==> src/inc/sbcfs_regs.svh <==
// Register offsets, field positions, reset values and timing constants of the fault status bank
`ifndef SBCFS_REGS_SVH
`define SBCFS_REGS_SVH

`define SBCFS_ADDR_SUPPLY 7'h41
`define SBCFS_ADDR_THERMAL 7'h42
`define SBCFS_ADDR_DEVICE 7'h43
`define SBCFS_ADDR_BUS_A 7'h44

`define SBCFS_SUPPLY_RESET 8'h80
`define SBCFS_THERMAL_RESET 8'h00
`define SBCFS_DEVICE_RESET 8'h00
`define SBCFS_BUS_A_RESET 8'h00
`define SBCFS_BYTE_ZERO 8'h00

`define SBCFS_PRIOR_MSB 7
`define SBCFS_PRIOR_LSB 6
`define SBCFS_RST_STUCK_BIT 5
`define SBCFS_FSI_BIT 4
`define SBCFS_WDCNT_MSB 3
`define SBCFS_WDCNT_LSB 2
`define SBCFS_CMD_ERR_BIT 1
`define SBCFS_FO_BIT 0

`define SBCFS_PRIOR_NONE 2'h0
`define SBCFS_PRIOR_FAIL 2'h1
`define SBCFS_PRIOR_SLEEP 2'h2

`define SBCFS_WD_NONE 2'h0
`define SBCFS_WD_ONE 2'h1
`define SBCFS_WD_TWO 2'h2

`define SBCFS_CODE_NONE 2'h0
`define SBCFS_CODE_TSD 2'h1
`define SBCFS_CODE_TXD 2'h2
`define SBCFS_CODE_BUS 2'h3

`define SBCFS_CLK_PERIOD_NS 25
`define SBCFS_TXEN_TIME_NS 10000
`define SBCFS_TXEN_CYCLES ((`SBCFS_TXEN_TIME_NS + `SBCFS_CLK_PERIOD_NS - 1) / `SBCFS_CLK_PERIOD_NS)

`endif

==> src/inc/sbcfs_pkg.sv <==
// Types shared by the fault status bank and its transmitter enable gate
package sbcfs_pkg;

  // Transceiver operating mode, one-hot
  typedef enum logic [3:0] {
    SBCFS_MODE_OFF = 4'h1,
    SBCFS_MODE_WAKE = 4'h2,
    SBCFS_MODE_RXONLY = 4'h4,
    SBCFS_MODE_NORMAL = 4'h8
  } sbcfs_mode_e;

  // Transmitter enable gate states, one-hot
  typedef enum logic [2:0] {
    SBCFS_TX_BLOCKED = 3'h1,
    SBCFS_TX_WAIT = 3'h2,
    SBCFS_TX_ENABLED = 3'h4
  } sbcfs_txst_e;

  // Serial command as decoded by the frame logic
  typedef struct packed {
    logic clear;
    logic [6:0] addr;
    logic [7:0] data;
  } sbcfs_cmd_s;

  // Regulator and supply detector levels
  typedef struct packed {
    logic por;
    logic lin_low;
    logic main_over;
    logic aux_hot;
    logic aux_low;
    logic main_short;
    logic main_low;
    logic main_on;
    logic aux_on;
    logic lin_any_active;
  } sbcfs_supply_s;

  // Per-transceiver detector levels
  typedef struct packed {
    logic tsd;
    logic txd_timeout;
    logic bus_timeout;
    logic txd_high;
    logic bus_recessive;
    sbcfs_mode_e mode;
  } sbcfs_chan_s;

endpackage : sbcfs_pkg

==> src/rtl/sbcfs_txen.sv <==
// Transmitter enable gate: holds a transmitter off until its input has idled high long enough
`timescale 1ns/10ps
`include "sbcfs_regs.svh"
module sbcfs_txen #(
  parameter int unsigned EN_CYCLES = `SBCFS_TXEN_CYCLES
) (
  input wire logic core_clk,
  input wire logic rst,
  input wire logic fault,
  input wire logic txd_high,
  output logic tx_enable
);

  localparam int unsigned CW = $clog2(EN_CYCLES + 1);
  localparam logic [CW-1:0] LAST = CW'(EN_CYCLES - 1);

  sbcfs_pkg::sbcfs_txst_e state;
  logic [CW-1:0] count;

  // Blocked on any fault; a low transmit input restarts the wait
  always_ff @(posedge core_clk or posedge rst) begin
    if (rst) begin
      state <= sbcfs_pkg::SBCFS_TX_BLOCKED;
      count <= '0;
    end else begin
      case (state)
        sbcfs_pkg::SBCFS_TX_BLOCKED: begin
          count <= '0;
          if (!fault && txd_high) begin
            state <= sbcfs_pkg::SBCFS_TX_WAIT;
          end
        end
        sbcfs_pkg::SBCFS_TX_WAIT: begin
          if (fault || !txd_high) begin
            state <= sbcfs_pkg::SBCFS_TX_BLOCKED;
          end else if (count == LAST) begin
            state <= sbcfs_pkg::SBCFS_TX_ENABLED;
          end else begin
            count <= count + 1'b1;
          end
        end
        sbcfs_pkg::SBCFS_TX_ENABLED: begin
          if (fault) begin
            state <= sbcfs_pkg::SBCFS_TX_BLOCKED;
          end
        end
        default: begin
          state <= sbcfs_pkg::SBCFS_TX_BLOCKED;
        end
      endcase
    end
  end

  // Registered enable output
  always_ff @(posedge core_clk or posedge rst) begin
    if (rst) begin
      tx_enable <= 1'b0;
    end else begin
      tx_enable <= (state == sbcfs_pkg::SBCFS_TX_ENABLED) && !fault;
    end
  end

endmodule : sbcfs_txen

==> src/rtl/sbcfs_top.sv <==
// Fault status register bank: latches supply, thermal, device and bus faults, read and cleared by command
`timescale 1ns/10ps
`include "sbcfs_regs.svh"
module sbcfs_top #(
  parameter int unsigned TXEN_CYCLES = `SBCFS_TXEN_CYCLES
) (
  input wire logic core_clk,
  input wire logic rst,
  // Command port from the serial frame logic
  input wire logic cmd_valid,
  input wire logic cmd_invalid,
  input wire sbcfs_pkg::sbcfs_cmd_s cmd,
  output logic rsp_valid,
  output logic [7:0] rsp_data,
  // Detector levels
  input wire sbcfs_pkg::sbcfs_supply_s supply,
  input wire logic thermal_prewarning,
  input wire logic thermal_level_one,
  input wire logic thermal_level_two,
  input wire logic reset_line_stuck,
  input wire logic failsafe_input_error,
  input wire logic watchdog_fail_event,
  input wire logic watchdog_trigger_ok,
  input wire logic wake_from_sleep,
  input wire logic wake_from_failsafe,
  input wire logic reset_on_overvoltage_enable,
  input wire logic fail_cfg_single,
  input wire sbcfs_pkg::sbcfs_chan_s can_chan,
  input wire sbcfs_pkg::sbcfs_chan_s lin_chan,
  input wire logic can_supply_low,
  input wire logic can_wake_pattern_seen,
  // Device reactions
  output logic failsafe_mode,
  output logic fail_outputs,
  output logic can_tx_enable,
  output logic lin_tx_enable
);

  // Status bytes
  logic [7:0] supply_fault_status;
  logic [7:0] thermal_status;
  logic [5:0] dev_flags;
  logic [1:0] prior_state_field;
  logic [1:0] watchdog_failure_counter;
  logic [1:0] chan_code [2];
  logic can_supply_low_flag;

  // Command decode
  logic exec;
  logic clr_supply;
  logic clr_thermal;
  logic clr_device;
  logic clr_bus_a;
  logic [7:0] read_mux;

  // Event vectors
  logic [7:0] supply_set;
  logic [7:0] thermal_set;
  logic failure_restart;
  logic can_uv_active;
  logic can_uv_set;

  // Per-channel views
  sbcfs_pkg::sbcfs_chan_s chan [2];
  logic [1:0] chan_new_code [2];
  logic chan_fault [2];
  logic chan_tx_en [2];
  logic chan_tsd_any;

  assign chan[0] = can_chan;
  assign chan[1] = lin_chan;

  // Invalid commands are never executed, so they clear nothing
  assign exec = cmd_valid && !cmd_invalid;
  assign clr_supply = exec && cmd.clear && (cmd.addr == `SBCFS_ADDR_SUPPLY);
  assign clr_thermal = exec && cmd.clear && (cmd.addr == `SBCFS_ADDR_THERMAL);
  assign clr_device = exec && cmd.clear && (cmd.addr == `SBCFS_ADDR_DEVICE);
  assign clr_bus_a = exec && cmd.clear && (cmd.addr == `SBCFS_ADDR_BUS_A);

  // Supply flags other than por and main_over, gated by whether the monitored source is on
  always_comb begin
    supply_set = `SBCFS_BYTE_ZERO;
    supply_set[7] = supply.por;
    supply_set[6] = supply.lin_low && supply.lin_any_active;
    supply_set[5] = supply.main_over;
    supply_set[4] = supply.aux_hot && supply.aux_on;
    supply_set[3] = supply.aux_low && supply.aux_on;
    supply_set[2] = supply.main_short && supply.main_on;
    supply_set[0] = supply.main_low && supply.main_on;
  end

  // Transceiver thermal shutdown also shows as level one
  assign chan_tsd_any = chan[0].tsd || chan[1].tsd;

  always_comb begin
    thermal_set = `SBCFS_BYTE_ZERO;
    thermal_set[2] = thermal_level_two;
    thermal_set[1] = thermal_level_one || chan_tsd_any;
    thermal_set[0] = thermal_prewarning;
  end

  // Supply byte; set has priority over a same-cycle clear
  always_ff @(posedge core_clk or posedge rst) begin
    if (rst) begin
      supply_fault_status <= `SBCFS_SUPPLY_RESET;
    end else begin
      supply_fault_status <= (supply_fault_status & ~{8{clr_supply}}) | supply_set;
    end
  end

  // Thermal byte
  always_ff @(posedge core_clk or posedge rst) begin
    if (rst) begin
      thermal_status <= `SBCFS_THERMAL_RESET;
    end else begin
      thermal_status <= (thermal_status & ~{8{clr_thermal}}) | thermal_set;
    end
  end

  // Level-two shutdown parks the device in fail-safe until it wakes out
  always_ff @(posedge core_clk or posedge rst) begin
    if (rst) begin
      failsafe_mode <= 1'b0;
    end else if (thermal_level_two) begin
      failsafe_mode <= 1'b1;
    end else if (wake_from_failsafe) begin
      failsafe_mode <= 1'b0;
    end
  end

  // Causes that count as a failure restart
  assign failure_restart = watchdog_fail_event || thermal_level_two
    || (supply.main_low && supply.main_on)
    || (supply.main_over && reset_on_overvoltage_enable);

  // Prior-state: failure beats sleep wake; only a clear returns it to none
  always_ff @(posedge core_clk or posedge rst) begin
    if (rst) begin
      prior_state_field <= `SBCFS_PRIOR_NONE;
    end else if (failure_restart || wake_from_failsafe) begin
      prior_state_field <= `SBCFS_PRIOR_FAIL;
    end else if (wake_from_sleep) begin
      prior_state_field <= `SBCFS_PRIOR_SLEEP;
    end else if (clr_device) begin
      prior_state_field <= `SBCFS_PRIOR_NONE;
    end
  end

  // Watchdog failure counter saturates at two; clear commands leave it alone
  always_ff @(posedge core_clk or posedge rst) begin
    if (rst) begin
      watchdog_failure_counter <= `SBCFS_WD_NONE;
    end else if (watchdog_fail_event) begin
      if (watchdog_failure_counter != `SBCFS_WD_TWO) begin
        watchdog_failure_counter <= watchdog_failure_counter + 1'b1;
      end
    end else if (watchdog_trigger_ok) begin
      watchdog_failure_counter <= `SBCFS_WD_NONE;
    end
  end

  // Fail outputs follow fail-safe or the counter and configuration
  always_ff @(posedge core_clk or posedge rst) begin
    if (rst) begin
      fail_outputs <= 1'b0;
    end else begin
      fail_outputs <= failsafe_mode
        || (watchdog_failure_counter == `SBCFS_WD_TWO)
        || (fail_cfg_single && (watchdog_failure_counter == `SBCFS_WD_ONE));
    end
  end

  // Remaining device flags, held in their byte positions
  always_ff @(posedge core_clk or posedge rst) begin
    if (rst) begin
      dev_flags <= 6'(`SBCFS_DEVICE_RESET);
    end else begin
      if (clr_device) begin
        dev_flags <= '0;
      end
      if (reset_line_stuck) begin
        dev_flags[`SBCFS_RST_STUCK_BIT] <= 1'b1;
      end
      if (failsafe_input_error) begin
        dev_flags[`SBCFS_FSI_BIT] <= 1'b1;
      end
      if (cmd_valid && cmd_invalid) begin
        dev_flags[`SBCFS_CMD_ERR_BIT] <= 1'b1;
      end
      if (fail_outputs) begin
        dev_flags[`SBCFS_FO_BIT] <= 1'b1;
      end
    end
  end

  // CAN supply comparator only listens in the allowed modes
  assign can_uv_active = (can_chan.mode == sbcfs_pkg::SBCFS_MODE_NORMAL)
    || (can_chan.mode == sbcfs_pkg::SBCFS_MODE_RXONLY)
    || ((can_chan.mode == sbcfs_pkg::SBCFS_MODE_WAKE) && can_wake_pattern_seen);
  assign can_uv_set = can_supply_low && can_uv_active;

  always_ff @(posedge core_clk or posedge rst) begin
    if (rst) begin
      can_supply_low_flag <= 1'b0;
    end else if (can_uv_set) begin
      can_supply_low_flag <= 1'b1;
    end else if (clr_bus_a) begin
      can_supply_low_flag <= 1'b0;
    end
  end

  // One slice per transceiver: index 0 is CAN, index 1 is LIN channel one
  for (genvar i = 0; i < 2; i++) begin : g_chan
    logic txd_stuck;
    logic bus_stuck;
    logic idle_mode;
    logic [1:0] kept_code;

    assign idle_mode = (chan[i].mode == sbcfs_pkg::SBCFS_MODE_OFF)
      || (chan[i].mode == sbcfs_pkg::SBCFS_MODE_WAKE);

    // Bus stuck outranks transmit stuck, which outranks thermal
    always_comb begin
      if (chan[i].bus_timeout) begin
        chan_new_code[i] = `SBCFS_CODE_BUS;
      end else if (chan[i].txd_timeout) begin
        chan_new_code[i] = `SBCFS_CODE_TXD;
      end else if (chan[i].tsd) begin
        chan_new_code[i] = `SBCFS_CODE_TSD;
      end else begin
        chan_new_code[i] = `SBCFS_CODE_NONE;
      end
    end

    // Latched code keeps the most severe event since the last clear
    assign kept_code = clr_bus_a ? `SBCFS_CODE_NONE : chan_code[i];

    always_ff @(posedge core_clk or posedge rst) begin
      if (rst) begin
        chan_code[i] <= `SBCFS_CODE_NONE;
      end else if (chan_new_code[i] > kept_code) begin
        chan_code[i] <= chan_new_code[i];
      end else begin
        chan_code[i] <= kept_code;
      end
    end

    // Live transmit-stuck condition and its recovery
    always_ff @(posedge core_clk or posedge rst) begin
      if (rst) begin
        txd_stuck <= 1'b0;
      end else if (chan[i].txd_timeout) begin
        txd_stuck <= 1'b1;
      end else if (chan[i].txd_high || idle_mode) begin
        txd_stuck <= 1'b0;
      end
    end

    // Live bus-stuck condition and its recovery
    always_ff @(posedge core_clk or posedge rst) begin
      if (rst) begin
        bus_stuck <= 1'b0;
      end else if (chan[i].bus_timeout) begin
        bus_stuck <= 1'b1;
      end else if (chan[i].bus_recessive || idle_mode) begin
        bus_stuck <= 1'b0;
      end
    end

    // Supply low lasts only while the comparator still reports it
    if (i == 0) begin : g_can
      assign chan_fault[i] = chan[i].tsd || txd_stuck || bus_stuck || can_uv_set;
    end else begin : g_lin
      assign chan_fault[i] = chan[i].tsd || txd_stuck || bus_stuck
        || (supply.lin_low && supply.lin_any_active);
    end

    sbcfs_txen #(
      .EN_CYCLES(TXEN_CYCLES)
    ) u_txen (
      .core_clk(core_clk),
      .rst(rst),
      .fault(chan_fault[i]),
      .txd_high(chan[i].txd_high),
      .tx_enable(chan_tx_en[i])
    );
  end

  // Enables already come from flip-flops; re-registered to keep outputs direct
  always_ff @(posedge core_clk or posedge rst) begin
    if (rst) begin
      can_tx_enable <= 1'b0;
      lin_tx_enable <= 1'b0;
    end else begin
      can_tx_enable <= chan_tx_en[0] && !chan_fault[0];
      lin_tx_enable <= chan_tx_en[1] && !chan_fault[1];
    end
  end

  // Read data before any clear of the same command; reserved bits forced low
  always_comb begin
    read_mux = `SBCFS_BYTE_ZERO;
    case (cmd.addr)
      `SBCFS_ADDR_SUPPLY: begin
        read_mux = supply_fault_status;
        read_mux[1] = 1'b0;
      end
      `SBCFS_ADDR_THERMAL: begin
        read_mux = {5'h00, thermal_status[2:0]};
      end
      `SBCFS_ADDR_DEVICE: begin
        read_mux[`SBCFS_PRIOR_MSB:`SBCFS_PRIOR_LSB] = prior_state_field;
        read_mux[`SBCFS_WDCNT_MSB:`SBCFS_WDCNT_LSB] = watchdog_failure_counter;
        read_mux[`SBCFS_RST_STUCK_BIT] = dev_flags[`SBCFS_RST_STUCK_BIT];
        read_mux[`SBCFS_FSI_BIT] = dev_flags[`SBCFS_FSI_BIT];
        read_mux[`SBCFS_CMD_ERR_BIT] = dev_flags[`SBCFS_CMD_ERR_BIT];
        read_mux[`SBCFS_FO_BIT] = dev_flags[`SBCFS_FO_BIT];
      end
      `SBCFS_ADDR_BUS_A: begin
        read_mux = {1'b0, chan_code[1], 2'h0, chan_code[0], can_supply_low_flag};
      end
      default: begin
        read_mux = `SBCFS_BYTE_ZERO;
      end
    endcase
  end

  // One answer per command, one cycle later; refused commands answer zero
  always_ff @(posedge core_clk or posedge rst) begin
    if (rst) begin
      rsp_valid <= 1'b0;
      rsp_data <= `SBCFS_BYTE_ZERO;
    end else begin
      rsp_valid <= cmd_valid;
      if (cmd_valid) begin
        rsp_data <= exec ? read_mux : `SBCFS_BYTE_ZERO;
      end
    end
  end

endmodule : sbcfs_top

==> config.mk <==
export PLATFORM = sky130hd
export DESIGN_NAME = sbcfs_top
export DESIGN_NICKNAME = d
export VERILOG_FILES = /design/src/inc/sbcfs_pkg.sv /design/src/rtl/sbcfs_txen.sv /design/src/rtl/sbcfs_top.sv
export VERILOG_INCLUDE_DIRS = /design/src /design/src/inc
export SDC_FILE = /design/constraint.sdc
export NUM_CORES = 1
export LEC_CHECK = 0
export BUFFER_PORTS_ARGS = -buffer_cell sky130_fd_sc_hd__buf_2
export CORE_UTILIZATION = 50
export CTS_BUF_LIST = sky130_fd_sc_hd__clkbuf_16
export DETAILED_ROUTE_END_ITERATION = 8
export PLACE_DENSITY = 0.74
export SYNTH_ARGS = -nofsm -noshare
export SYNTH_HDL_FRONTEND = slang
export SYNTH_SLANG_ARGS = --single-unit
export TNS_END_PERCENT = 10
==> constraint.sdc <==
create_clock -name core_clk -period 3.3 [get_ports core_clk]
set_input_delay 0.165 -clock core_clk [delete_from_list [all_inputs] [get_ports core_clk]]
set_output_delay 0.165 -clock core_clk [all_outputs]
set_load 0.005 [all_outputs]
# [Yosys cells after proc, flatten, opt, wreduce, memory -nomap -nowiden]
# Index checks and enable logic that the tools add are counted.
[word_totals] ff_bits=72 input_bits=61 output_inout_bits=13 word_cells=191
[classes] add_sub_neg=3 order_cmp=2 n_eq_ne=32 n_mux=51 bitwise_logic=6 n_reduce_logical=70
[op_table] operator="$mux W9" count=4
[op_table] operator="$pmux W9 S2" count=2
[op_table] operator="$pmux W8 S4" count=1
[op_table] operator="$eq A7 B7 Y1 const B" count=4
[op_table] operator="$mux W2" count=14
[op_table] operator="$reduce_bool A2 Y1" count=13
[op_table] operator="$logic_or A1 B1 Y1" count=24
[op_table] operator="$mux W3" count=8
[op_table] operator="$logic_and A1 B1 Y1" count=22
[op_table] operator="$add A9 B1 Y9 const B" count=2
[op_table] operator="$eq A9 B9 Y1 const B" count=2
[op_table] operator="$mux W1" count=18
[op_table] operator="$pmux W3 S3" count=2
[op_table] operator="$and A8 B8 Y8" count=2
[op_table] operator="$not A8 Y8" count=2
[op_table] operator="$reduce_and A3 Y1" count=4
[op_table] operator="$ne A2 B1 Y1 const B" count=5
[op_table] operator="$ne A2 B2 Y1 const B" count=5
[op_table] operator="$eq A4 B1 Y1 const B" count=2
[op_table] operator="$eq A4 B2 Y1 const B" count=2
[op_table] operator="$mux W8" count=1
[op_table] operator="$or A8 B3 Y8" count=1
[op_table] operator="$or A8 B8 Y8" count=1
[op_table] operator="$eq A3 B1 Y1 const B" count=2
[op_table] operator="other kinds (13)" count=21

# [Longest topological paths before layout]
# Gate-level depths: netlist (run 1).
[logic_depth] word_depth=9 mapped_depth=11 depth_no_buf=10

# [Hierarchy]
# A second synthesis (run 1) with hierarchy kept.
[unflattened] cells_unflattened=345 hier_area_um2=3674.8
[modules_own_cells] module="sbcfs_top" n_inst=1 cells_per_inst=181 area_each_um2=1993.2 seq_area_each_um2=1002.2
[modules_own_cells] module="sbcfs_txen" n_inst=2 cells_per_inst=82 area_each_um2=840.8 seq_area_each_um2=326.6

# [Least setup slack after synthesis (run 1)]
# Ideal clock, no wire load.
[synth_timing] path_type="input port to flip-flop" from="input cmd[11] (netlist bit)" to="register chan_code[2] (netlist bit)" setup_ps=131 arrival_time_ps=2262 required_ps=3169 setup_slack_ps=907 path_stages=8 n_path_buf=0 path_cell_list="or4b_4 -> nor3b_4 -> nand3_1 -> and2_1 -> ha_1 -> or3b_2 -> nand3_1 -> a32oi_1"
[synth_between] elab_chain_len=5
[synth_lines] item="start: declaration" line="sbcfs_top.sv:12" source="input wire sbcfs_pkg::sbcfs_cmd_s cmd,"
[synth_lines] item="$eq A7 B7 Y1 *"
[synth_lines] item="$logic_and A1 B1 Y1 *" line="sbcfs_top.sv:78" source="assign clr_bus_a = exec && cmd.clear && (cmd.addr == `SBCFS_ADDR_BUS_A);"
[synth_lines] item="$mux W2 *" line="sbcfs_top.sv:236" source="assign kept_code = clr_bus_a ? `SBCFS_CODE_NONE : chan_code[i];"
[synth_lines] item="$gt A2 B2 Y1" line="sbcfs_top.sv:241" source="end else if (chan_new_code[i] > kept_code) begin"
[synth_lines] item="$mux W2 *" line="sbcfs_top.sv:241"
[synth_lines] item="end signal: indexed assignment" line="sbcfs_top.sv:240" source="chan_code[i] <= `SBCFS_CODE_NONE;"
[synth_lines] item="end signal: indexed assignment" line="sbcfs_top.sv:242" source="chan_code[i] <= chan_new_code[i];"
[synth_lines] item="end signal: indexed assignment" line="sbcfs_top.sv:244" source="chan_code[i] <= kept_code;"
[synth_lines] item="end: declaration" line="sbcfs_top.sv:45" source="logic [1:0] chan_code [2];"
# Every way passes the cells marked *; elsewhere a longest branch is shown, timed or not.
# A chain may end at the register's enable or synchronous reset.

# [Final worst setup path (run 1)]
# Same ends and word-level chain as after synthesis.

==> results.md, run 1 <==
* Outcome: completed
* Yosys top cell area share at 45.3%
* Die ar. at 0.00729 mm^2
* Sequential fraction of design power at roughly 43%
* Max Fclk at 419 MHz
* Syn-to-layout area delta at 19.1%
* Psw at 0.489 mW
* Static leakage at 1.87 nW
* Post-synth EDFFs at 0
* # IOs at 74
* Vias in the first global route at 2769
* Total wire length at 7.68 mm
* Clock Tree Root: clkbuf_16
* Gr usage total at 22.8%
* Setup bufs post-CTS at 0
* Layout cells sized above 1 at 24.2%
* Asr flop ratio synth at 100%
* Fin crit period at 2390 ps
* Tcrit/Tclk final at slightly above 70%
* Clock network fraction of total power at 44.7%
* Clk slew on worst S/H paths at about 50 ps
* CTS Buf Count at 9
* DRC Markers at 0
* Global route overflow at 0
* Initial Util at 51.5%
* Most frequent cells in the layout: 65 x buf_2, 63 x dfrtp_1, 28 x inv_1, 24 x o21ai_0, 24 x nand2_1
* Most used cell, CP: nand3_1
* Antenna Cells at 0
* Placed cells at between 400 and 500
* Antenna violations before repair at 0
* Placed inst area at between 0.003 and 0.004 mm^2
* Hold Path Class: in2reg
* Post-Layout Cell Count at 502
* Fillers at 566
* H-tree Lvls at 3
* RSZ-0062 raised after global routing: false
* DRT iter0 DRCs at 182
* Post-route setup slack at 912 ps
* Fin nets at 488
* CP cell instances: buf_2 -> or4b_4 -> nor3b_4 -> nand3_1 -> and2_1 -> ha_1 -> or3b_2 -> nand3_1 -> a32oi_1
* Pre-antenna DRT Iters at 5
* CTS Sinks at 66
* Comb power frac at 11.9%
* Synth unique cells at 61
* Pin count of the biggest net entering global routing at 45
* Post-cts sizing count at 0
* Synthesis Warnings at 0
* Post-detail-place hpwl at 5.59 mm
* #FFs+latches synth at 66
* Core Footprint at 0.00676 mm^2
* WP buf/inv at 1
* Switching Fraction at 24.2%
* CTS tree: yes
* Yosys top cell by area: dfrtp_1
* Sequential fraction of the synthesis area at around 48%
* MaxCap Viol Count at 0
* FP Rows at 30
* Finished Core Util at 61.3%
* Post-Synthesis Cells at 350
* Design Area, Final at 0.00414 mm^2
* Via count at 2901
* Top delay family on crit path: simple AND/OR/NAND/NOR gates
* Relative slew slack at 59.8%
* CP peak stage delay at roughly 540 ps
* Post-route ant nets at 0
* Die Ht at about 85 um
* Top post-synthesis cells by area: dfrtp_1 45%, ha_1 3.6%, o21ai_0 3.5%
* Max IR drop VDD at roughly 0.00030 V
* Port Buffers at 65
* CP Data Arrival Time at between 2000 and 3000 ps
* Worst setup SP type: input port
* Cell at the slowest stage of the critical path: or4b_4
* First-pass GRT wire length at 12.8 mm
* Placer Congestion at 0.798
* WS Path Type: in2reg
* Avg Inst Size Synth at between 9 and 10 um^2
* Syn Std Cell Area at 0.00348 mm^2
* Total power at 2.02 mW
* Clock skew at 2.89 ps
* Worst-Margin Slew at 602 ps
* Hold buffer count at cts at 1
* Top_reg_cell synth: dfrtp_1
* Fin Hold WS at 10.8 ps
* Worst-Skew Late Latency at between 300 and 400 ps
* Syn Nets at 421
* Commonest non-fill, non-tap cell in the layout: buf_2
* Pins Over Slew Limit at 0
* Die width at 85.4 um
* Max FO, Critical Path at 8
* Deepest clock path buffer count at 2
* Worst setup EP type: flop
* Critical Path RT at 3500 ps
* Vias per inst at between 5 and 6
* Int Power at 1.53 mW
* PD cells at 487 mW/mm^2
* Number of setup violations in the final report at 0
* Routed len/inst at 15.3 um
* Hold Vio Cnt, Final at 0
* Setup TNS Final at 0 ps
* Post-place setup slack at 602 ps
==> flip-flops by register name (all words and copies together), names as in the netlist, 2 cells and up <==
register,count
g_chan.u_txen.count,18
rsp_data,8
supply_fault_status,7
g_chan.u_txen.state,6
chan_code,4
dev_flags,4
thermal_status,3
g_chan.bus_stuck,2
g_chan.txd_stuck,2
g_chan.u_txen.tx_enable,2
prior_state_field,2
watchdog_failure_counter,2
==> path summary, 6_finish.rpt <==
check | start | end | slack, ps | depth (start not counted)
worst max-delay path | cmd[11] | chan_code[2] | 910 | 9
worst min-delay path | thermal_prewarning | thermal_status[0] | 10 | 2
worst max register to register | g_chan[1].bus_stuck | g_chan[1].u_txen.count[3] | 1170 | 5
worst min register to register | fail_outputs | dev_flags[0] | 460 | 1
max in group asynchronous | rst | g_chan[1].u_txen.state[0] | 1960 | 4
min in group asynchronous | rst | g_chan[1].u_txen.tx_enable | 410 | 3
==> cells in the mapped netlist (8+ instances only) <==
| cell type | instances |
|---|---|
| o21ai_0 | 24 |
| inv_1 | 26 |
| nor2_1 | 16 |
| a21oi_1 | 15 |
| nor2b_1 | 9 |
| a21o_1 | 8 |
| dfrtp_1 | 63 |
| nand2_1 | 24 |
| nand3_1 | 13 |
| ha_1 | 10 |
| a31oi_1 | 12 |
| o22ai_1 | 8 |
| nand2b_1 | 12 |
==> worst register-to-register path, cell delays in order, from the launching register on <==
cell	delay [ps]
dfrtp_1	420
a2111oi_4	460
and3_1	450
a21oi_4	140
o311ai_0	390
o41ai_1	140
==> cells by family after synthesis <==
family / synth area share, %
AND/OR/NAND/NOR: 18.0
AO/OA/AOI/OAI: 22.2
flip-flops: 47.6
buffers and inverters: 4.71
adder cells (fa/ha/maj): 3.60
multiplexers: 2.37
XOR/XNOR: 1.51
==> metal layers <==
metal	routed length, um	up-vias	part of all wire [%]	global-route usage (%)
met5	0	-	0	0
met4	157	0	2.0	10.2
met3	389	13	5.1	4.77
met2	3680	88	48	36.7
met1	3460	1374	45	29.9
li1	-	1426	-	-
==> power by group through the flow <==
stage	combinational [mW]	sequential, mW	clock, mW
4_1_cts	0.243	0.876	0.912
2_1_floorplan	0.160	0.880	0
3_5_place_dp	0.241	0.890	0
5_1_grt	0.279	0.881	0.955
6_report	0.240	0.876	0.901
3_3_place_gp	0.227	0.888	0
==> final cells by class <==
cell class              instances  area [um^2]  area share [%]
well taps                      80          100            2.42
flip-flops and latches         66         1660            40.0
repair buffers                 68          350            8.46
multi-input cells             246         1660            40.0
clock inverters                 7         55.1            1.33
clock buffers                   9          225            5.44
inverters                      26         97.6            2.36
Note: power is estimated with default switching activity, not from simulation.
==> run 2: changes to the inputs <==
--- a/config.mk
+++ b/config.mk
@@ -6,6 +6,7 @@
 export SDC_FILE = /design/constraint.sdc
 export NUM_CORES = 1
 export LEC_CHECK = 0
+export ABC_AREA = 1
 export BUFFER_PORTS_ARGS = -buffer_cell sky130_fd_sc_hd__buf_2
 export CORE_UTILIZATION = 50
 export CTS_BUF_LIST = sky130_fd_sc_hd__clkbuf_16
==> constraint.sdc (replaced) <==
create_clock -name core_clk -period 2.5 [get_ports core_clk]
set_input_delay 0.125 -clock core_clk [delete_from_list [all_inputs] [get_ports core_clk]]
set_output_delay 0.125 -clock core_clk [all_outputs]
set_load 0.005 [all_outputs]
==> results.md, run 2 <==
* Outcome: finished, violations left (was completed)
* Failing checks: design-rule violations
* Switching Fraction at 27.1% (was 24.2%)
* WS Path Type: in2reg (unchanged)
* Relative slew slack at 45.4% (was 59.8%)
* Syn Nets at 506 (was 421)
* Worst-Margin Slew at 819 ps (was 602 ps)
* Antenna Cells at 0 (unchanged)
* Int Power at 2.17 mW (was 1.53 mW)
* Top post-synthesis cells by area: dfrtp_1 46%, nand2_1 13%, inv_1 7.5% (was dfrtp_1 45%, ha_1 3.6%, o21ai_0 3.5%)
* Deepest clock path buffer count at 2 (unchanged)
* Max reg flops at 18 (unchanged)
* CTS Sinks at 66 (unchanged)
* Pre-antenna DRT Iters at 6 (was 5)
* Post-synth EDFFs at 0 (unchanged)
* Setup TNS Final at 0 ps (unchanged)
* MaxCap Viol Count at 0 (unchanged)
* Pins Over Slew Limit at 0 (unchanged)
* Synth unique cells at 35 (was 61)
* RSZ-0062 raised after global routing: false (unchanged)
* Placed cells at 576 (was 485)
* Placer Congestion at 0.818 (was 0.798)
* Pin count of the biggest net entering global routing at 67 (was 45)
* Critical R2R Launch: g_chan[1].u_txen.count[0] (was g_chan[1].bus_stuck)
* WP buf/inv at 5 (was 1)
* Worst setup SP type: input port (unchanged)
* Post-cts sizing count at 0 (unchanged)
* Post-detail-place hpwl at 5.21 mm (was 5.59 mm)
* #FFs+latches synth at 66 (unchanged)
* Via count at 3067 (was 2901)
* Post-Layout Cell Count at 598 (was 502)
* Comb power frac at 14.5% (was 11.9%)
* CTS tree: yes (unchanged)
* FP Rows at 29 (was 30)
* WHS Path Cells at 3 (was 2)
* Sequential fraction of the synthesis area at 48.2% (was 47.6%)
* Post-place setup slack at 590 ps (was 602 ps)
* DRC Markers at 6 (was 0)
* # IOs at 74 (unchanged)
* Cell at the slowest stage of the critical path: dlygate4sd3_1 (was or4b_4)
* Gr usage total at 22.0% (was 22.8%)
* Most frequent cells in the layout: 121 x nand2_1, 68 x inv_1, 65 x buf_2, 63 x dfrtp_1, 42 x nor2_1 (was 65 x buf_2, 63 x dfrtp_1, 28 x inv_1, 24 x o21ai_0, 24 x nand2_1)
* Max IR drop VDD at 0.000334 V (was 0.000298 V)
* CP peak stage delay at 530 ps (was 540 ps)
* DRT iter0 DRCs at 167 (was 182)
* Tcrit/Tclk final at 84.5%
* Syn Std Cell Area at 0.00343 mm^2 (was 0.00348 mm^2)
* CTS Buf Count at 9 (unchanged)
* Setup bufs post-CTS at 0 (unchanged)
* Max FO, Critical Path at 9 (was 8)
* Design Area, Final at 0.00424 mm^2 (was 0.00414 mm^2)
* Post-synth top cells: 121 x nand2_1, 69 x inv_1, 63 x dfrtp_1, 42 x nor2_1, 28 x o21ai_0 (was 63 x dfrtp_1, 26 x inv_1, 24 x nand2_1, 24 x o21ai_0, 16 x nor2_1)
* Clk slew on worst S/H paths at 60 ps (was 50 ps)
* Worst setup EP type: flop (unchanged)
* First-pass GRT wire length at 12.3 mm (was 12.8 mm)
* Top-count cell post-synth: nand2_1 (was dfrtp_1)
* Top delay family on crit path: buffers and inverters (was simple AND/OR/NAND/NOR gates)
* Number of setup violations in the final report at 0 (unchanged)
* Syn-to-layout area delta at 23.5% (was 19.1%)
* Placed inst area at 0.00385 mm^2 (about the same)
* Die Ht at 84.9 um (was 85.4 um)
* Hold Path Class: in2reg (unchanged)
* Routed len/inst at 12.2 um (was 15.3 um)
* Hold Vio Cnt, Final at 0 (unchanged)
* Port Buffers at 65 (unchanged)
* H-tree Lvls at 3 (unchanged)
* Fin nets at 587 (was 488)
* Max Fclk at around 470 MHz
* Finished Core Util at 65.2% (was 61.3%)
* Fin Hold WS at 11.8 ps (was 10.8 ps)
* Sequential fraction of design power at 39.7% (was 43.4%)
* Biggest regs: g_chan.u_txen.count (18), rsp_data (8), supply_fault_status (7) (unchanged)
* Yosys top cell area share at 45.9% (was 45.3%)
* Layout cells sized above 1 at 19.6% (was 24.2%)
* Total wire length at 7.31 mm (was 7.68 mm)
* Top_reg_cell synth: dfrtp_1 (unchanged)
* Total power at 2.98 mW (was 2.02 mW)
* Core Footprint at 0.00649 mm^2 (was 0.00676 mm^2)
* CP cell instances: dlygate4sd3_1 -> buf_2 -> inv_2 -> nor2_4 -> nand2_1 -> inv_1 -> nand2_1 -> nand2_1 -> ha_1 -> inv_1 -> nor2_1 -> o21ai_0 -> o21ai_0 (was buf_2 -> or4b_4 -> nor3b_4 -> nand3_1 -> and2_1 -> ha_1 -> or3b_2 -> nand3_1 -> a32oi_1)
* Worst-Skew Late Latency at 330 ps (about the same)
* Vias per inst at 5.13 (was 5.78)
* Post-route setup slack at 387 ps (was 912 ps)
* Psw at 0.806 mW (was 0.489 mW)
* Post-Synthesis Cells at 435 (was 350)
* Static leakage at 2.30 nW (was 1.87 nW)
* Fin crit period at 2110 ps
* Commonest non-fill, non-tap cell in the layout: nand2_1 (was buf_2)
* Asr flop ratio synth at 100% (unchanged)
* Initial Util at 52.8% (was 51.5%)
* Critical Path RT at 2700 ps (was 3500 ps)
* Clock network fraction of total power at 45.8% (was 44.7%)
* Worst R2R Path Depth at 8 (was 5)
* PD cells at 703 mW/mm^2 (was 487 mW/mm^2)
* Global route overflow at 0 (unchanged)
* Synthesis Warnings at 0 (unchanged)
* Die width at 84.9 um (was 85.4 um)
* Worst Hold Path EP: thermal_status[1] (was thermal_status[0])
* Reg2reg setup slack at 750 ps (was 1170 ps)
* Critical R2R Capture: g_chan[1].u_txen.count[6] (was g_chan[1].u_txen.count[3])
* Most used cell, CP: nand2_1 (was nand3_1)
* Vias in the first global route at 2834 (was 2769)
* Avg Inst Size Synth at 7.89 um^2 (was 9.93 um^2)
* Antenna violations before repair at 0 (unchanged)
* Reg with most FFs: g_chan.u_txen.count (unchanged)
* Die ar. at 0.00720 mm^2 (was 0.00729 mm^2)
* Clock skew at 6.20 ps (was 2.89 ps)
* Post-route ant nets at 0 (unchanged)
* Clock Tree Root: clkbuf_16 (unchanged)
* CP Data Arrival Time at 2310 ps (was 2590 ps)
* Yosys top cell by area: dfrtp_1 (unchanged)
* Worst hold start: thermal_level_one (was thermal_prewarning)
## run 2: cell types whose count changed after synthesis, moves of 7 or more
cell / change
a21oi_1: -8
nor2_1: +26
nand2_1: +97
nand2b_1: -12
nand3_1: +13
a31oi_1: -12
o41ai_1: -7
nor2b_1: -9
inv_1: +43
## run 2: how the worst max path moves through the flow
stage	slack (ps)	cells after the start	from	end
2_1_floorplan	730	1	rst	can_supply_low_flag
3_3_place_gp	670	12	cmd_valid	chan_code[2]
3_5_place_dp	590	12	cmd_valid	chan_code[2]
4_1_cts	410	13	cmd_valid	chan_code[2]
5_1_grt	170	14	cmd_valid	chan_code[0]
6_report	390	13	cmd_valid	chan_code[2]
## run 2: repair_timing
action                     4_1_cts  5_1_grt
setup endpoints to repair        0        0
hold endpoints to repair         6        0
hold buffers                     6        0
## run 2: cell families (layout without fill, tap and decap cells)
family          count (synthesis)  after routing  share of synthesized area (%)
compound gates                 58             58                           10.4
xor+xnor                        7              7                           1.79
fa+ha+maj                      10             10                           3.65
simple gates                  220            220                           27.7
buf+inv                        74            160                           8.20
flops                          66             66                           48.2
## run 2: area by class of cell
type,instances,area (um^2)
fill,548,2260
sequential,66,1660
multi-input combinational,295,1500
timing repair buffer,72,393
inverter,72,273
clock buffer,9,225
clock inverter,7,100
tap,77,96.3
## run 2: power groups by stage
stage / logic [mW] / registers, mW / clock network [mW]
2_1_floorplan: 0.295 / 1.19 / 0
3_3_place_gp: 0.407 / 1.20 / 0
3_5_place_dp: 0.423 / 1.20 / 0
4_1_cts: 0.434 / 1.18 / 1.39
5_1_grt: 0.497 / 1.19 / 1.43
6_report: 0.432 / 1.18 / 1.36
## run 2: routing by layer
layer | global-route usage [%] | vias up | share of wire, %
li1 | - | 1552 | -
met1 | 27.6 | 1431 | 46
met2 | 36.4 | 68 | 48
met3 | 6.03 | 16 | 4.7
met4 | 8.47 | 0 | 1.7
met5 | 0 | - | 0
## run 2: worst register-to-register path, stage by stage, from the launching register on
cell and delay [ps]:
dfrtp_1 400, ha_1 240, nand3_2 140, nor3_2 250
inv_2 70, o21ai_4 270, inv_4 120, nand2_1 100
o21ai_2 50
==> run 3: changes to the inputs <==
==> constraint.sdc (replaced) <==
create_clock -name core_clk -period 2 [get_ports core_clk]
set_input_delay 0.1 -clock core_clk [delete_from_list [all_inputs] [get_ports core_clk]]
set_output_delay 0.1 -clock core_clk [all_outputs]
set_load 0.005 [all_outputs]
==> results.md, run 3 (synthesized netlist as in run 2, its figures left out) <==
* Pre-antenna DRT Iters at 7 (was 6)
* Die Ht at 84.9 um (unchanged)
* Commonest non-fill, non-tap cell in the layout: nand2_1 (unchanged)
* Port Buffers at 65 (unchanged)
* Cell at the slowest stage of the critical path: dlygate4sd3_1 (unchanged)
* Worst R2R Path Depth at 8 (unchanged)
* Hold Vio Cnt, Final at 0 (unchanged)
* M1 wire length at 3.35 mm (was 3.33 mm)
* Pin count of the biggest net entering global routing at 45 (was 67)
* Fin nets at 598 (was 587)
* Critical path depth at 13 (unchanged)
* WS Path Type: in2reg (unchanged)
* Number of setup violations in the final report at 0 (unchanged)
* Total wire length at 7.50 mm (was 7.31 mm)
* Most frequent cells in the layout: 120 x nand2_1, 68 x inv_1, 65 x buf_2, 63 x dfrtp_1, 42 x nor2_1 (was 121 x nand2_1, 68 x inv_1, 65 x buf_2, 63 x dfrtp_1, 42 x nor2_1)
* Setup crit end: chan_code[2] (unchanged)
* Failing checks: design-rule violations (unchanged)
* Placed cells at 579 (was 576)
* Critical Path RT at 2200 ps (was 2700 ps)
* Max Fclk at approximately 560 MHz
* Max IR drop VDD at 0.000495 V (was 0.000334 V)
* CTS Sinks at 66 (unchanged)
* Met3 wire len at 289 um (was 345 um)
* Initial Util at 52.8% (unchanged)
* Syn-to-layout area delta at 27.6% (was 23.5%)
* H-tree Lvls at 3 (unchanged)
* Setup TNS Final at 0 ps (unchanged)
* Worst-Skew Late Latency at 330 ps (about the same)
* Antenna Cells at 0 (unchanged)
* Via count at 3092 (was 3067)
* Reg with most FFs: g_chan.u_txen.count (unchanged)
* First-pass GRT wire length at 12.9 mm (was 12.3 mm)
* PD cells at 881 mW/mm^2 (was 703 mW/mm^2)
* Deepest clock path buffer count at 2 (unchanged)
* DR WL met2 at 3.74 mm (was 3.52 mm)
* CTS Buf Count at 9 (unchanged)
* Post-route setup slack at 200 ps (was 387 ps)
* Layout cells sized above 1 at 20.1% (was 19.6%)
* Design Area, Final at 0.00438 mm^2 (was 0.00424 mm^2)
* Max reg flops at 18 (unchanged)
* Top sig layer: met4 (unchanged)
* Biggest regs: g_chan.u_txen.count (18), rsp_data (8), supply_fault_status (7) (unchanged)
* CP Launch Point: cmd_valid (unchanged)
* Critical R2R Launch: g_chan[1].u_txen.count[0] (unchanged)
* Routed len/inst at 12.3 um (was 12.2 um)
* Hold Path Class: in2reg (unchanged)
* Reg2reg setup slack at 270 ps (was 750 ps)
* Vias per inst at 5.08 (was 5.13)
* Clock skew at 7.67 ps (was 6.20 ps)
* Vias in the first global route at 2970 (was 2834)
* Placed inst area at 0.00389 mm^2 (was 0.00385 mm^2)
* Core Footprint at 0.00649 mm^2 (unchanged)
* Clk slew on worst S/H paths at 60 ps (about the same)
* Placer Congestion at 0.827 (was 0.818)
* MaxCap Viol Count at 0 (unchanged)
* Critical R2R Capture: g_chan[1].u_txen.count[6] (unchanged)
* DRT iter0 DRCs at 157 (was 167)
* CTS tree: yes (unchanged)
* Tcrit/Tclk final at between 90 and 100%
* CP Data Arrival Time at 2000 ps (was 2310 ps)
* Die width at 84.9 um (unchanged)
* DRC Markers at 6 (unchanged)
* Relative slew slack at 65.9% (was 45.4%)
* CP peak stage delay at 550 ps (was 530 ps)
* Die ar. at 0.00720 mm^2 (unchanged)
* Finished Core Util at 67.4% (was 65.2%)
* Worst setup EP type: flop (unchanged)
* Pins Over Slew Limit at 0 (unchanged)
* WP buf/inv at 5 (unchanged)
* Post-detail-place hpwl at 5.31 mm (was 5.21 mm)
* Post-route ant nets at 0 (unchanged)
* Top delay family on crit path: buffers and inverters (unchanged)
* Fin crit period at around 1800 ps
* Post-place setup slack at 259 ps (was 590 ps)
* RSZ-0062 raised after global routing: false (unchanged)
* Outcome: finished, violations left (unchanged)
* Fillers at 536 (was 548)
* Global route overflow at 0 (unchanged)
* CP cell instances: dlygate4sd3_1 -> buf_2 -> inv_4 -> nor2_4 -> nand2_1 -> inv_1 -> nand2_2 -> nand2_1 -> ha_1 -> inv_1 -> nor2_1 -> o21ai_0 -> o21ai_0 (was dlygate4sd3_1 -> buf_2 -> inv_2 -> nor2_4 -> nand2_1 -> inv_1 -> nand2_1 -> nand2_1 -> ha_1 -> inv_1 -> nor2_1 -> o21ai_0 -> o21ai_0)
* Antenna violations before repair at 0 (unchanged)
* Post-Layout Cell Count at 609 (was 598)
* Max FO, Critical Path at 9 (unchanged)
* Worst-Margin Slew at 511 ps (was 819 ps)
* Gr usage total at 22.6% (was 22.0%)
* FP Rows at 29 (unchanged)
* # IOs at 74 (unchanged)
* Static leakage at 2.37 nW (was 2.30 nW)
* Clock Tree Root: clkbuf_16 (unchanged)
* Worst setup SP type: input port (unchanged)
[run 3: cell count changes in the layout (fill, tap and decap cells not counted)]
cell           change
nand2_1            -1
clkinv_2           -1
nand2_2            +1
clkinv_4           +1
buf_12             +1
bufinv_16          +1
inv_2              -1
inv_4              +1
buf_4              +3
dlygate4sd3_1      +7
inv_6              -1
[run 3: through the flow]
stage                     hold slack [ps]  power, mW
after floorplan                       131       1.86
after global placement                167       2.01
after detailed placement              167       2.04
after CTS                          0.0469       3.89
after global routing                 17.6       4.04
final                                3.26       3.86
[run 3: layer usage]
metal	global-route usage (%)	up-vias
met5	0	-
met2	39.5	73
met4	8.17	0
li1	-	1570
met3	4.09	11
met1	28.3	1438
[run 3: area by class of cell]
type                       count  area, um^2  area share [%]
timing repair buffer          83         505            11.5
tap                           77        96.3            2.20
sequential                    66        1660            37.8
clock inverter                 7         125            2.86
multi-input combinational    295        1500            34.2
clock buffer                   9         225            5.14
inverter                      72         275            6.28
[run 3: what timing repair did]
item | 4_1_cts | 5_1_grt
endpoints found under the hold margin | 32 | 0
resized for setup | 0 | 2
endpoints found under the setup margin | 0 | 2
hold buffers | 13 | 0
setup buffers | 0 | 1
[run 3: worst min path at each step]
stage | startpoint | endpoint | cells past startpoint
global route | lin_chan[6] | g_chan[1].bus_stuck | 2
finish | lin_chan[6] | g_chan[1].bus_stuck | 2
detailed placement | rst | g_chan[0].u_txen.count[6] | 2
floorplan | cmd_valid | rsp_valid | 0
CTS | lin_chan[6] | g_chan[1].bus_stuck | 2
global placement | rst | g_chan[0].u_txen.count[6] | 2
[run 3: power breakdown]
part           internal (mW)  total [mW]  switching, mW
combinational          0.202       0.562          0.360
sequential              1.43        1.47         0.0455
clock                   1.23        1.82          0.597
total                   2.86        3.86           1.00
